## src/hdl/weigh_pkg.sv

```systemverilog
// What this block does
// Closed gross/net contact shows net weight, open contact shows gross weight.
// Zero contact edge zeroes gross inside the zero range, else raises zero alarm.
// Tare-take edge captures the present gross load as tare, net goes to zero.
// Tare-release edge clears tare unless a preset tare is in use.
// Accumulation edge adds the selected weight to total and count when stable.
// Negative weight or weight error is never accumulated.
// Accumulation-clear edge resets total, count and statistics.
// Start-mode level: closed selects dynamic mode, open selects static mode.
// Static: start edge arms, sampling begins above near zero; dynamic ignores start.
// Measurement-reset edge stops the weighing cycle in progress.
// Eight code contacts form two BCD digits, tens 80/40/20/10, units 8/4/2/1.
// Code number comes from keypad when select is open, from contacts when closed.
// Graph contact closing starts drawing, opening stops drawing.
// Near-zero output while selected weight is at or below the near-zero value.
// Lower output below lower limit, upper output above upper limit.
// Limits compared continuously or only while external judging is active.
// With total as limit source the limit settings are scaled tenfold.
// Weight error on load, negative load, any overflow, or zero alarm.
// Shared output shows ready, or total limit when total comparison is enabled.
// At completion exactly one of under, go, over; go bounds inclusive.
// Average computed after sampling, then complete; within 50 ms.
// Print trigger on complete or judgement per mode; none without judgement or above 99999.
// Transmitted result updates only on print trigger and resets to zero.
// Each output bit is one for a conducting open-collector transistor.
// Contacts are synchronised, debounced and edge detected before use.
package weigh_pkg;

  localparam int WW = 24;
  typedef logic signed [WW-1:0] weight_t;

  localparam int unsigned CLK_MHZ      = 200;
  localparam int unsigned DEBOUNCE_US  = 10;
  localparam int unsigned DEBOUNCE_CYC = DEBOUNCE_US * CLK_MHZ;
  localparam int unsigned AVG_LIMIT_MS = 50;
  localparam int          SAMPLE_LOG2  = 3;
  localparam int          SUM_W        = WW + SAMPLE_LOG2;
  localparam weight_t     PRINT_MAX    = 24'sd99999;

  localparam logic [11:0] CTRL_OFS      = 12'h000;
  localparam logic [11:0] NZ_OFS        = 12'h004;
  localparam logic [11:0] UPPER_OFS     = 12'h008;
  localparam logic [11:0] LOWER_OFS     = 12'h00c;
  localparam logic [11:0] FINAL_OFS     = 12'h010;
  localparam logic [11:0] OVER_OFS      = 12'h014;
  localparam logic [11:0] UNDER_OFS     = 12'h018;
  localparam logic [11:0] DZ_RANGE_OFS  = 12'h01c;
  localparam logic [11:0] TLIMIT_OFS    = 12'h020;
  localparam logic [11:0] ALARM_CLR_OFS = 12'h024;
  localparam logic [11:0] STATUS_OFS    = 12'h028;
  localparam logic [11:0] TARE_OFS      = 12'h02c;
  localparam logic [11:0] ZERO_OFS      = 12'h030;
  localparam logic [11:0] ACC_TOTAL_OFS = 12'h034;
  localparam logic [11:0] ACC_COUNT_OFS = 12'h038;
  localparam logic [11:0] STATS_OFS     = 12'h03c;
  localparam logic [11:0] RESULT_OFS    = 12'h040;

  localparam int CTRL_NZ_SEL_LSB = 0;
  localparam int CTRL_UL_SRC_LSB = 3;
  localparam int CTRL_UL_EXT_BIT = 5;
  localparam int CTRL_TCMP_BIT   = 6;
  localparam int CTRL_PRINT_LSB  = 7;
  localparam int CTRL_PTARE_BIT  = 9;
  localparam int CTRL_READY_BIT  = 10;
  localparam int CTRL_OVUN_BIT   = 11;
  localparam int CTRL_KEY_LSB    = 12;
  localparam int CTRL_W          = 20;
  localparam logic [CTRL_W-1:0] CTRL_RST = 20'h00400;
  localparam weight_t           SET_RST  = 24'sh000000;

  typedef enum logic [2:0] {
    ST_IDLE    = 3'b000,
    ST_ARMED   = 3'b001,
    ST_SAMPLE  = 3'b010,
    ST_AVERAGE = 3'b011,
    ST_DONE    = 3'b100
  } meas_state_e;

  typedef enum logic [2:0] {
    NZ_GROSS     = 3'b000,
    NZ_NET       = 3'b001,
    NZ_ABS_GROSS = 3'b010,
    NZ_ABS_NET   = 3'b011,
    NZ_OFF       = 3'b100
  } nz_sel_e;

  typedef enum logic [1:0] {
    UL_GROSS = 2'b00,
    UL_NET   = 2'b01,
    UL_TOTAL = 2'b10,
    UL_OFF   = 2'b11
  } ul_src_e;

  typedef enum logic [1:0] {
    PR_SIMPLE   = 2'b00,
    PR_SEQ_JUDGE = 2'b01,
    PR_SEQ_NONE = 2'b10,
    PR_OFF      = 2'b11
  } print_mode_e;

  typedef struct packed {
    logic [7:0] code_bcd;
    logic       external_judge_enable;
    logic       graph;
    logic       code_sel;
    logic       meas_reset;
    logic       meas_start;
    logic       start_mode;
    logic       acc_clear;
    logic       acc_cmd;
    logic       tare_off;
    logic       tare_on;
    logic       zero_key;
    logic       gross_net;
  } contact_s;
  localparam int CONTACT_W = $bits(contact_s);

  typedef struct packed {
    logic load;
    logic neg_load;
    logic overflow_one;
    logic overflow_two;
    logic overflow_three;
  } fault_s;

  typedef struct packed {
    logic near_zero;
    logic lower_limit;
    logic upper_limit;
    logic stable;
    logic weight_error;
    logic taking_in;
    logic run_total;
    logic under;
    logic go;
    logic over;
    logic complete;
  } ctl_out_s;

endpackage

```

## src/hdl/weigh_control_io_logic.sv

```systemverilog
`timescale 1ns/100ps
`default_nettype none
module weigh_control_io_logic
#(
  parameter int unsigned AVG_LIMIT_CYC = weigh_pkg::AVG_LIMIT_MS * 1000 * weigh_pkg::CLK_MHZ
)
(
  input  wire logic               pclk,
  input  wire logic               presetn,
  input  wire logic [11:0]        paddr,
  input  wire logic               psel,
  input  wire logic               penable,
  input  wire logic               pwrite,
  input  wire logic [31:0]        pwdata,
  output var  logic [31:0]        prdata,
  output logic                    pready,
  output logic                    pslverr,
  input  wire weigh_pkg::contact_s contact_closed,
  input  wire weigh_pkg::weight_t raw_weight,
  input  wire logic               sample_valid,
  input  wire logic               load_stable,
  input  wire weigh_pkg::fault_s  faults,
  output weigh_pkg::ctl_out_s     oc_on,
  output var  logic               show_net,
  output var  logic               graph_drawing,
  output var  logic [7:0]         code_number,
  output logic                    dynamic_mode,
  output var  logic               print_trigger,
  output weigh_pkg::weight_t      tx_result
);
  import weigh_pkg::*;

  localparam int DB_W = $clog2(DEBOUNCE_CYC + 1);
  localparam logic [SAMPLE_LOG2-1:0] SAMPLE_LAST = '1;

  function automatic logic is_mapped(input logic [11:0] a);
    is_mapped = (a[1:0] == 2'b00) && (a <= RESULT_OFS);
  endfunction

  function automatic weight_t abs_w(input weight_t w);
    abs_w = w[WW-1] ? -w : w;
  endfunction

  // Software registers
  logic [CTRL_W-1:0] ctrl;
  weight_t nz_set, upper_set, lower_set, final_set, over_set, under_set, dz_range;
  logic [31:0] total_limit;
  logic        alarm_clr;

  nz_sel_e     nz_sel;
  ul_src_e     ul_src;
  print_mode_e print_mode;
  assign nz_sel     = nz_sel_e'(ctrl[CTRL_NZ_SEL_LSB +: 3]);
  assign ul_src     = ul_src_e'(ctrl[CTRL_UL_SRC_LSB +: 2]);
  assign print_mode = print_mode_e'(ctrl[CTRL_PRINT_LSB +: 2]);

  logic apb_wr;
  logic apb_setup;
  assign apb_wr    = psel && penable && pwrite;
  assign apb_setup = psel && !penable;
  assign pready    = 1'b1;
  assign pslverr   = psel && penable && !is_mapped(paddr);

  always_ff @(posedge pclk or negedge presetn)
    if (!presetn)
    begin
      ctrl        <= CTRL_RST;
      nz_set      <= SET_RST;
      upper_set   <= SET_RST;
      lower_set   <= SET_RST;
      final_set   <= SET_RST;
      over_set    <= SET_RST;
      under_set   <= SET_RST;
      dz_range    <= SET_RST;
      total_limit <= '0;
    end
    else if (apb_wr)
    begin
      unique case (paddr)
        CTRL_OFS:     ctrl        <= pwdata[CTRL_W-1:0];
        NZ_OFS:       nz_set      <= pwdata[WW-1:0];
        UPPER_OFS:    upper_set   <= pwdata[WW-1:0];
        LOWER_OFS:    lower_set   <= pwdata[WW-1:0];
        FINAL_OFS:    final_set   <= pwdata[WW-1:0];
        OVER_OFS:     over_set    <= pwdata[WW-1:0];
        UNDER_OFS:    under_set   <= pwdata[WW-1:0];
        DZ_RANGE_OFS: dz_range    <= pwdata[WW-1:0];
        TLIMIT_OFS:   total_limit <= pwdata;
        default:      ;
      endcase
    end

  assign alarm_clr = apb_wr && (paddr == ALARM_CLR_OFS) && pwdata[0];

  // Contact inputs: three-stage sync, then a debounce per contact
  logic [CONTACT_W-1:0] sync1, sync2, sync3, filt;
  always_ff @(posedge pclk or negedge presetn)
    if (!presetn)
    begin
      sync1 <= '0;
      sync2 <= '0;
      sync3 <= '0;
    end
    else
    begin
      sync1 <= contact_closed;
      sync2 <= sync1;
      sync3 <= sync2;
    end

  genvar g;
  generate
    for (g = 0; g < CONTACT_W; g++)
    begin : g_debounce
      logic [DB_W-1:0] db_cnt;
      logic            level;
      // A change must hold for the whole debounce time before it is accepted
      always_ff @(posedge pclk or negedge presetn)
        if (!presetn)
        begin
          db_cnt <= '0;
          level  <= 1'b0;
        end
        else if ((sync2[g] == sync3[g]) && (sync3[g] != level))
        begin
          if (db_cnt == DB_W'(DEBOUNCE_CYC - 1))
          begin
            level  <= sync3[g];
            db_cnt <= '0;
          end
          else
            db_cnt <= db_cnt + 1'b1;
        end
        else
          db_cnt <= '0;
      assign filt[g] = level;
    end
  endgenerate

  contact_s cf, prev, rise;
  always_ff @(posedge pclk or negedge presetn)
    if (!presetn)
      prev <= '0;
    else
      prev <= cf;
  assign cf   = contact_s'(filt);
  assign rise = contact_s'(filt & ~prev);

  // Weights
  weight_t zero_offset, tare, gross, net, meas_w, nz_w;
  logic    zero_alarm, in_zero_range, weight_error;
  assign gross         = raw_weight - zero_offset;
  assign net           = gross - tare;
  assign meas_w        = ctrl[CTRL_OVUN_BIT] ? net : gross;
  assign in_zero_range = abs_w(raw_weight) <= dz_range;
  assign weight_error  = (|faults) || zero_alarm;

  always_ff @(posedge pclk or negedge presetn)
    if (!presetn)
      zero_offset <= SET_RST;
    else if (rise.zero_key && in_zero_range)
      zero_offset <= raw_weight;

  // Alarm set has priority over a software clear in the same cycle
  always_ff @(posedge pclk or negedge presetn)
    if (!presetn)
      zero_alarm <= 1'b0;
    else if (rise.zero_key && !in_zero_range)
      zero_alarm <= 1'b1;
    else if (alarm_clr || rise.zero_key)
      zero_alarm <= 1'b0;

  always_ff @(posedge pclk or negedge presetn)
    if (!presetn)
      tare <= SET_RST;
    else if (rise.tare_on)
      tare <= gross;
    else if (rise.tare_off && !ctrl[CTRL_PTARE_BIT])
      tare <= SET_RST;

  // Accumulation and statistics
  logic [31:0] acc_total;
  logic [15:0] acc_count;
  logic [9:0]  go_cnt, over_cnt, under_cnt;
  logic        acc_ok;
  logic        is_under, is_over;
  meas_state_e state, next_state;
  assign acc_ok = load_stable && !weight_error && !meas_w[WW-1];

  always_ff @(posedge pclk or negedge presetn)
    if (!presetn)
    begin
      acc_total <= '0;
      acc_count <= '0;
    end
    else if (rise.acc_clear)
    begin
      acc_total <= '0;
      acc_count <= '0;
    end
    else if (rise.acc_cmd && acc_ok)
    begin
      acc_total <= acc_total + 32'(meas_w);
      acc_count <= acc_count + 1'b1;
    end

  always_ff @(posedge pclk or negedge presetn)
    if (!presetn)
    begin
      go_cnt    <= '0;
      over_cnt  <= '0;
      under_cnt <= '0;
    end
    else if (rise.acc_clear)
    begin
      go_cnt    <= '0;
      over_cnt  <= '0;
      under_cnt <= '0;
    end
    else if (state == ST_AVERAGE && !rise.meas_reset)
    begin
      if (is_under)
        under_cnt <= under_cnt + 1'b1;
      else if (is_over)
        over_cnt <= over_cnt + 1'b1;
      else
        go_cnt <= go_cnt + 1'b1;
    end

  // Measurement sequence
  logic [SUM_W-1:0]       samp_sum;
  logic [SAMPLE_LOG2-1:0] samp_cnt;
  weight_t                avg;
  logic signed [WW:0]     lo_bound, hi_bound;
  logic                   result_ok, print_now;
  logic                   complete_r, under_r, go_r, over_r;

  assign dynamic_mode = cf.start_mode;
  assign avg          = weight_t'($signed(samp_sum) >>> SAMPLE_LOG2);
  assign lo_bound     = (WW+1)'(final_set) - (WW+1)'(under_set);
  assign hi_bound     = (WW+1)'(final_set) + (WW+1)'(over_set);
  assign is_under     = (WW+1)'(avg) < lo_bound;
  assign is_over      = (WW+1)'(avg) > hi_bound;
  assign result_ok    = avg <= PRINT_MAX;

  always_comb
  begin
    next_state = state;
    unique case (state)
      ST_IDLE:    if (dynamic_mode || rise.meas_start) next_state = ST_ARMED;
      // Leaving dynamic mode drops an arming that no start edge made
      ST_ARMED:
        if (!dynamic_mode && prev.start_mode)
          next_state = ST_IDLE;
        else if (meas_w > nz_set)
          next_state = ST_SAMPLE;
      ST_SAMPLE:  if (sample_valid && samp_cnt == SAMPLE_LAST) next_state = ST_AVERAGE;
      ST_AVERAGE: next_state = ST_DONE;
      ST_DONE:
        if (dynamic_mode)
        begin
          if (meas_w <= nz_set) next_state = ST_IDLE;
        end
        else if (rise.meas_start)
          next_state = ST_ARMED;
      default:    next_state = ST_IDLE;
    endcase
    if (rise.meas_reset)
      next_state = ST_IDLE;
  end

  always_ff @(posedge pclk or negedge presetn)
    if (!presetn)
      state <= ST_IDLE;
    else
      state <= next_state;

  always_ff @(posedge pclk or negedge presetn)
    if (!presetn)
    begin
      samp_sum <= '0;
      samp_cnt <= '0;
    end
    else if (state != ST_SAMPLE)
    begin
      samp_sum <= '0;
      samp_cnt <= '0;
    end
    else if (sample_valid)
    begin
      samp_sum <= samp_sum + SUM_W'(meas_w);
      samp_cnt <= samp_cnt + 1'b1;
    end

  // Judgement is latched as the average completes, held until the next cycle starts
  always_ff @(posedge pclk or negedge presetn)
    if (!presetn)
    begin
      complete_r <= 1'b0;
      under_r    <= 1'b0;
      go_r       <= 1'b0;
      over_r     <= 1'b0;
    end
    else if (next_state != ST_DONE)
    begin
      complete_r <= 1'b0;
      under_r    <= 1'b0;
      go_r       <= 1'b0;
      over_r     <= 1'b0;
    end
    else if (state == ST_AVERAGE)
    begin
      complete_r <= 1'b1;
      under_r    <= is_under;
      over_r     <= is_over;
      go_r       <= !is_under && !is_over;
    end

  // Complete and judgement rise together, so both print modes fire on the same edge
  assign print_now = (state == ST_AVERAGE) && !rise.meas_reset && result_ok &&
                     (print_mode == PR_SIMPLE || print_mode == PR_SEQ_JUDGE);

  always_ff @(posedge pclk or negedge presetn)
    if (!presetn)
    begin
      print_trigger <= 1'b0;
      tx_result     <= SET_RST;
    end
    else
    begin
      print_trigger <= print_now;
      if (print_now)
        tx_result <= avg;
    end

  // Level outputs
  logic               nz_r, lower_r, upper_r, stable_r, err_r, run_r;
  logic               ul_eval;
  logic signed [33:0] ul_val, up_lim, lo_lim;
  always_comb
  begin
    unique case (nz_sel)
      NZ_GROSS:     nz_w = gross;
      NZ_NET:       nz_w = net;
      NZ_ABS_GROSS: nz_w = abs_w(gross);
      NZ_ABS_NET:   nz_w = abs_w(net);
      default:      nz_w = gross;
    endcase
  end

  always_comb
  begin
    ul_val = 34'(gross);
    up_lim = 34'(upper_set);
    lo_lim = 34'(lower_set);
    unique case (ul_src)
      UL_NET:   ul_val = 34'(net);
      UL_TOTAL:
      begin
        ul_val = $signed({2'b00, acc_total});
        up_lim = 34'(upper_set) * 34'sd10;
        lo_lim = 34'(lower_set) * 34'sd10;
      end
      default:  ;
    endcase
  end
  assign ul_eval = (ul_src != UL_OFF) &&
                   (!ctrl[CTRL_UL_EXT_BIT] || cf.external_judge_enable);

  always_ff @(posedge pclk or negedge presetn)
    if (!presetn)
    begin
      nz_r          <= 1'b0;
      lower_r       <= 1'b0;
      upper_r       <= 1'b0;
      stable_r      <= 1'b0;
      err_r         <= 1'b0;
      run_r         <= 1'b0;
      show_net      <= 1'b0;
      graph_drawing <= 1'b0;
      code_number   <= 8'h00;
    end
    else
    begin
      nz_r          <= (nz_sel != NZ_OFF) && (nz_w <= nz_set);
      lower_r       <= ul_eval && (ul_val < lo_lim);
      upper_r       <= ul_eval && (ul_val > up_lim);
      stable_r      <= load_stable;
      err_r         <= weight_error;
      run_r         <= ctrl[CTRL_TCMP_BIT] ? (acc_total >= total_limit)
                                           : ctrl[CTRL_READY_BIT];
      show_net      <= cf.gross_net;
      graph_drawing <= cf.graph;
      code_number   <= cf.code_sel ? cf.code_bcd
                                   : ctrl[CTRL_KEY_LSB +: 8];
    end

  // A one bit switches the open-collector transistor on
  assign oc_on = '{near_zero: nz_r, lower_limit: lower_r, upper_limit: upper_r,
                   stable: stable_r, weight_error: err_r,
                   taking_in: (state == ST_SAMPLE), run_total: run_r,
                   under: under_r, go: go_r, over: over_r,
                   complete: complete_r};

  // Register read, latched in the setup phase so prdata is a flip-flop
  always_ff @(posedge pclk or negedge presetn)
    if (!presetn)
      prdata <= '0;
    else if (apb_setup)
    begin
      unique case (paddr)
        CTRL_OFS:      prdata <= 32'(ctrl);
        NZ_OFS:        prdata <= {8'h00, nz_set};
        UPPER_OFS:     prdata <= {8'h00, upper_set};
        LOWER_OFS:     prdata <= {8'h00, lower_set};
        FINAL_OFS:     prdata <= {8'h00, final_set};
        OVER_OFS:      prdata <= {8'h00, over_set};
        UNDER_OFS:     prdata <= {8'h00, under_set};
        DZ_RANGE_OFS:  prdata <= {8'h00, dz_range};
        TLIMIT_OFS:    prdata <= total_limit;
        STATUS_OFS:    prdata <= {10'h000, state, dynamic_mode, show_net, graph_drawing,
                                  zero_alarm, $bits(ctl_out_s)'(oc_on), code_number[3:0]};
        TARE_OFS:      prdata <= {8'h00, tare};
        ZERO_OFS:      prdata <= {8'h00, zero_offset};
        ACC_TOTAL_OFS: prdata <= acc_total;
        ACC_COUNT_OFS: prdata <= {16'h0000, acc_count};
        STATS_OFS:     prdata <= {2'b00, under_cnt, over_cnt, go_cnt};
        RESULT_OFS:    prdata <= {8'h00, tx_result};
        default:       prdata <= '0;
      endcase
    end

  // Checks
  logic [31:0] avg_cyc;
  always_ff @(posedge pclk or negedge presetn)
    if (!presetn)
      avg_cyc <= '0;
    else if (state == ST_SAMPLE || state == ST_AVERAGE)
      avg_cyc <= (state == ST_AVERAGE) ? avg_cyc + 1'b1 : '0;
endmodule
`default_nettype wire

```

## config.mk

```make
export PLATFORM = sky130hd
export DESIGN_NAME = weigh_control_io_logic
export DESIGN_NICKNAME = d
export VERILOG_FILES = /design/src/hdl/weigh_pkg.sv /design/src/hdl/weigh_control_io_logic.sv
export SDC_FILE = /design/constraint.sdc
export NUM_CORES = 2
export LEC_CHECK = 0
export BUFFER_PORTS_ARGS = -buffer_cell sky130_fd_sc_hd__clkbuf_2
export CORE_MARGIN = 4
export CORE_UTILIZATION = 35
export DETAILED_ROUTE_END_ITERATION = 8
export SKIP_LAST_GASP = 1
export SLEW_MARGIN = 5
export SYNTH_ARGS = -nofsm -noshare
export SYNTH_HDL_FRONTEND = slang
export SYNTH_SLANG_ARGS = --single-unit
```

## constraint.sdc

```tcl
create_clock -name pclk -period 15.5 [get_ports pclk]
set_input_delay 1.55 -clock pclk [delete_from_list [all_inputs] [get_ports pclk]]
set_output_delay 1.55 -clock pclk [all_outputs]
set_load 0.005 [all_outputs]
```

==> impl_metrics.yaml <==
cts:
  clk_latency_ns: 0.73
  numCtsBuffers: 88
  root_buffer: "clkbuf_16"
  clk_pin_slew_ns: 0.05
  ctsHoldBuffers: 0
  h-tree-depth: 3
  cts_tree: "built"
  post-cts-setup-buffers: 0
  clockBufferDepth: 3
  cts.repair.resized: 0
  clock_sinks: 765
finish:
  fin_nets: 6327
  layout_commonest_cell: "dfrtp_1"
  drive_gt1_share_pct: 11.7
  stdcell_area_um2: 57300
  syn2layout_area_growth_pct: 12.2
  layout_common_cells: "764 x dfrtp_1, 546 x nand2_1, 543 x nor2_1"
route:
  drt-met1-wl_mm: 82.7
  wl_per_cell_um: 25.4
  routed_wl_mm: 195
  wl_met3_mm: 23.6
  drtIter0Drc: 5064
  met2_length_mm: 78.0
  ant_nets: 0
  vias_per_cell: 5.81
  vias: 44738
  drc: 0
  dr.max_layer_used: "met5"
  first_pass_iters: 6
timing:
  grt_setup_unrepaired: "false"
  fin_skew_ns: 0.0457
  drv_slew: 0
  finalCriticalPeriod_ns: 8.36
  setup_violations: 0
  finalWorstSetupSlack_ns: 7.14
  hold_viol: 0
  post-route-period-util_pct: 53.9
  maxSlewHeadroom_pct: 1.77
  totalNegativeSetupSlack_ns: 0
  worstMarginPinSlew_ns: 1.43
  maxClockFrequency_ghz: 0.120
run:
  drv_cap: 0
floorplanning:
  start_util_pct: 35.4
  die_width_um: 390
  io_pins: 181
  fp.dieH_um: 390
  coreArea_um2: 144000
  rows: 139
  die_area_um2: 152000
pwr:
  ir_worst_vdd_uv: 98.3
  p_leak_nw: 27.2
  power_density_nw_per_um2: 83.5
synthesis:
  synth_area_um2: 51100
  synth-seq-cells: 765
  synth-main-ff-cell: "dfrtp_1"
  postSynthAreaPerCell_um2: 9.14
  synth_seq_area_share_pct: 37.5
  synth_edf_count: 0
  ys_types: 104
  synthArstFlopShare_pct: 100
  syn_nets: 6184
  synth_cells: 5585
  ys_warn_count: 0
status:
  status: "finished, final reports clean"
global_route:
  track_usage_pct: 25.0
  grt_pass1_vias: 41944
  antenna_found_initial: 11
  overflow: 0
  grt_max_degree: 167
  grt_pass1_wl_mm: 283
placement:
  port_buffers: 179
  post_dp_cell_area_um2: 54200
  dp_slack_ns: 6.52
  post-dp-hpwl_mm: 151
  place_congestion: 1.02
hold_path:
  min_from: "sync1[5]$_DFF_PN0_"
  hold_class: "flop to flop"
  holdPathEnd: "sync2[5]$_DFF_PN0_"
  min_path_cells: 0
worst_setup_path:
  critPathCaptureType: "flop"
  crit_buf_inv: 4
  cp-start-kind: "input port"
  reg2reg_slack_ns: 7.61
  max_stage_delay_ns: 0.58
  r2r-start: "zero_offset[6]$_DFFE_PN0P_"
  worstPathMaxFanout: 14
  cpMostUsedCell: "a21o_1"
  cp.required_ns: 16.11
  crit_arrival_ns: 8.96
  critical_path.slowest_cell: "or2_1"
  rr_endpoint: "nz_r$_DFF_PN0_"
  crit_family: "compound AO/OA/AOI/OAI gates"
  worst-setup-path-type: "input port to flop"
  worstRegToRegCells: 29
## synth_stat cells, drive strengths merged (17+ instances only)
library cell,count,share of area (%)
o21bai,31,0.46
or2,22,0.27
or4,17,0.25
o31ai,22,0.34
a22oi,75,1.1
xnor2,233,4.0
nand2,547,4.0
and2,27,0.34
nor3,80,0.81
a31oi,37,0.47
nor4,24,0.33
nand2b,47,0.58
nand3,206,2.0
buf,32,0.36
o21ai,345,3.4
ha,491,12
xor2,156,2.7
o21a,54,0.80
a22o,25,0.43
a21o,158,2.3
o211ai,20,0.29
a21oi,329,3.2
mux2,188,4.1
mux2i,89,1.7
inv,278,2.0
clkbuf,172,1.3
nor2b,49,0.60
a221oi,54,0.93
a211oi,29,0.48
nor2,553,4.1
and3,97,1.2
dfrtp,764,37
a222oi,24,0.47
or3,29,0.37
nand4,86,1.1
## state kept, by name, indices dropped and copies added (netlist names), 19 cells and up
register and count:
sync2 20, sync3 20, dz_range 24, prdata 32
ctrl 20, acc_total 32, upper_set 24, g_debounce.level 19
lower_set 24, samp_sum 27, final_set 24, nz_set 24
over_set 24, tx_result 24, total_limit 32, sync1 20
zero_offset 24, g_debounce.db_cnt 220, tare 24, under_set 24
## how the worst max path moves through the flow
stage / start / end / depth (start not counted)
floorplan: raw_weight[0] / nz_r$_DFF_PN0_ / 34
global placement: raw_weight[0] / nz_r$_DFF_PN0_ / 35
detailed placement: raw_weight[0] / nz_r$_DFF_PN0_ / 35
CTS: raw_weight[0] / nz_r$_DFF_PN0_ / 35
global route: raw_weight[0] / nz_r$_DFF_PN0_ / 35
finish: raw_weight[0] / nz_r$_DFF_PN0_ / 35
## final cells by class
type                            count  area (um2)
Antenna cell                        5        12.5
Clock buffer                      125        2580
Clock inverter                     35         452
Fill cell                       14327       86900
Inverter                          280        1050
Multi-Input combinational cell   4336       30100
Sequential cell                   765       19100
Tap cell                         1903        2380
Timing Repair Buffer              257        1520
## routing by layer
layer,track usage (%),up-vias
met2,35.1,2050
met1,33.5,21880
met3,9.74,465
li1,-,20341
met4,11.8,2
met5,0,-
## cells by family after synthesis
family	after synthesis	share of synthesized area, %
flops	765	37.5
buf+inv	484	3.68
xor+xnor	389	6.72
compound gates	1339	17.2
simple gates	1831	16.7
fa+ha+maj	499	12.3
other cells	1	0.00734
mux	277	5.89
## power breakdown
group	switching, mW	internal (mW)	total, mW
combinational	0.380	0.177	0.557
clock	0.906	1.29	2.20
sequential	0.0154	2.01	2.03
total	1.30	3.48	4.79
## through the flow
stage          utilization (%)  total power, mW  instances  hold WS [ns]
2_1_floorplan                -             2.38       5585         0.331
3_3_place_gp              37.6             2.60       7541         0.332
3_5_place_dp              37.6             2.61       7541         0.335
4_1_cts                   39.7             4.83       7701         0.349
5_1_grt                   39.7             4.95       7702         0.356
6_report                  39.7             4.79       7706         0.347
Note: power is estimated with default switching activity, not from simulation.
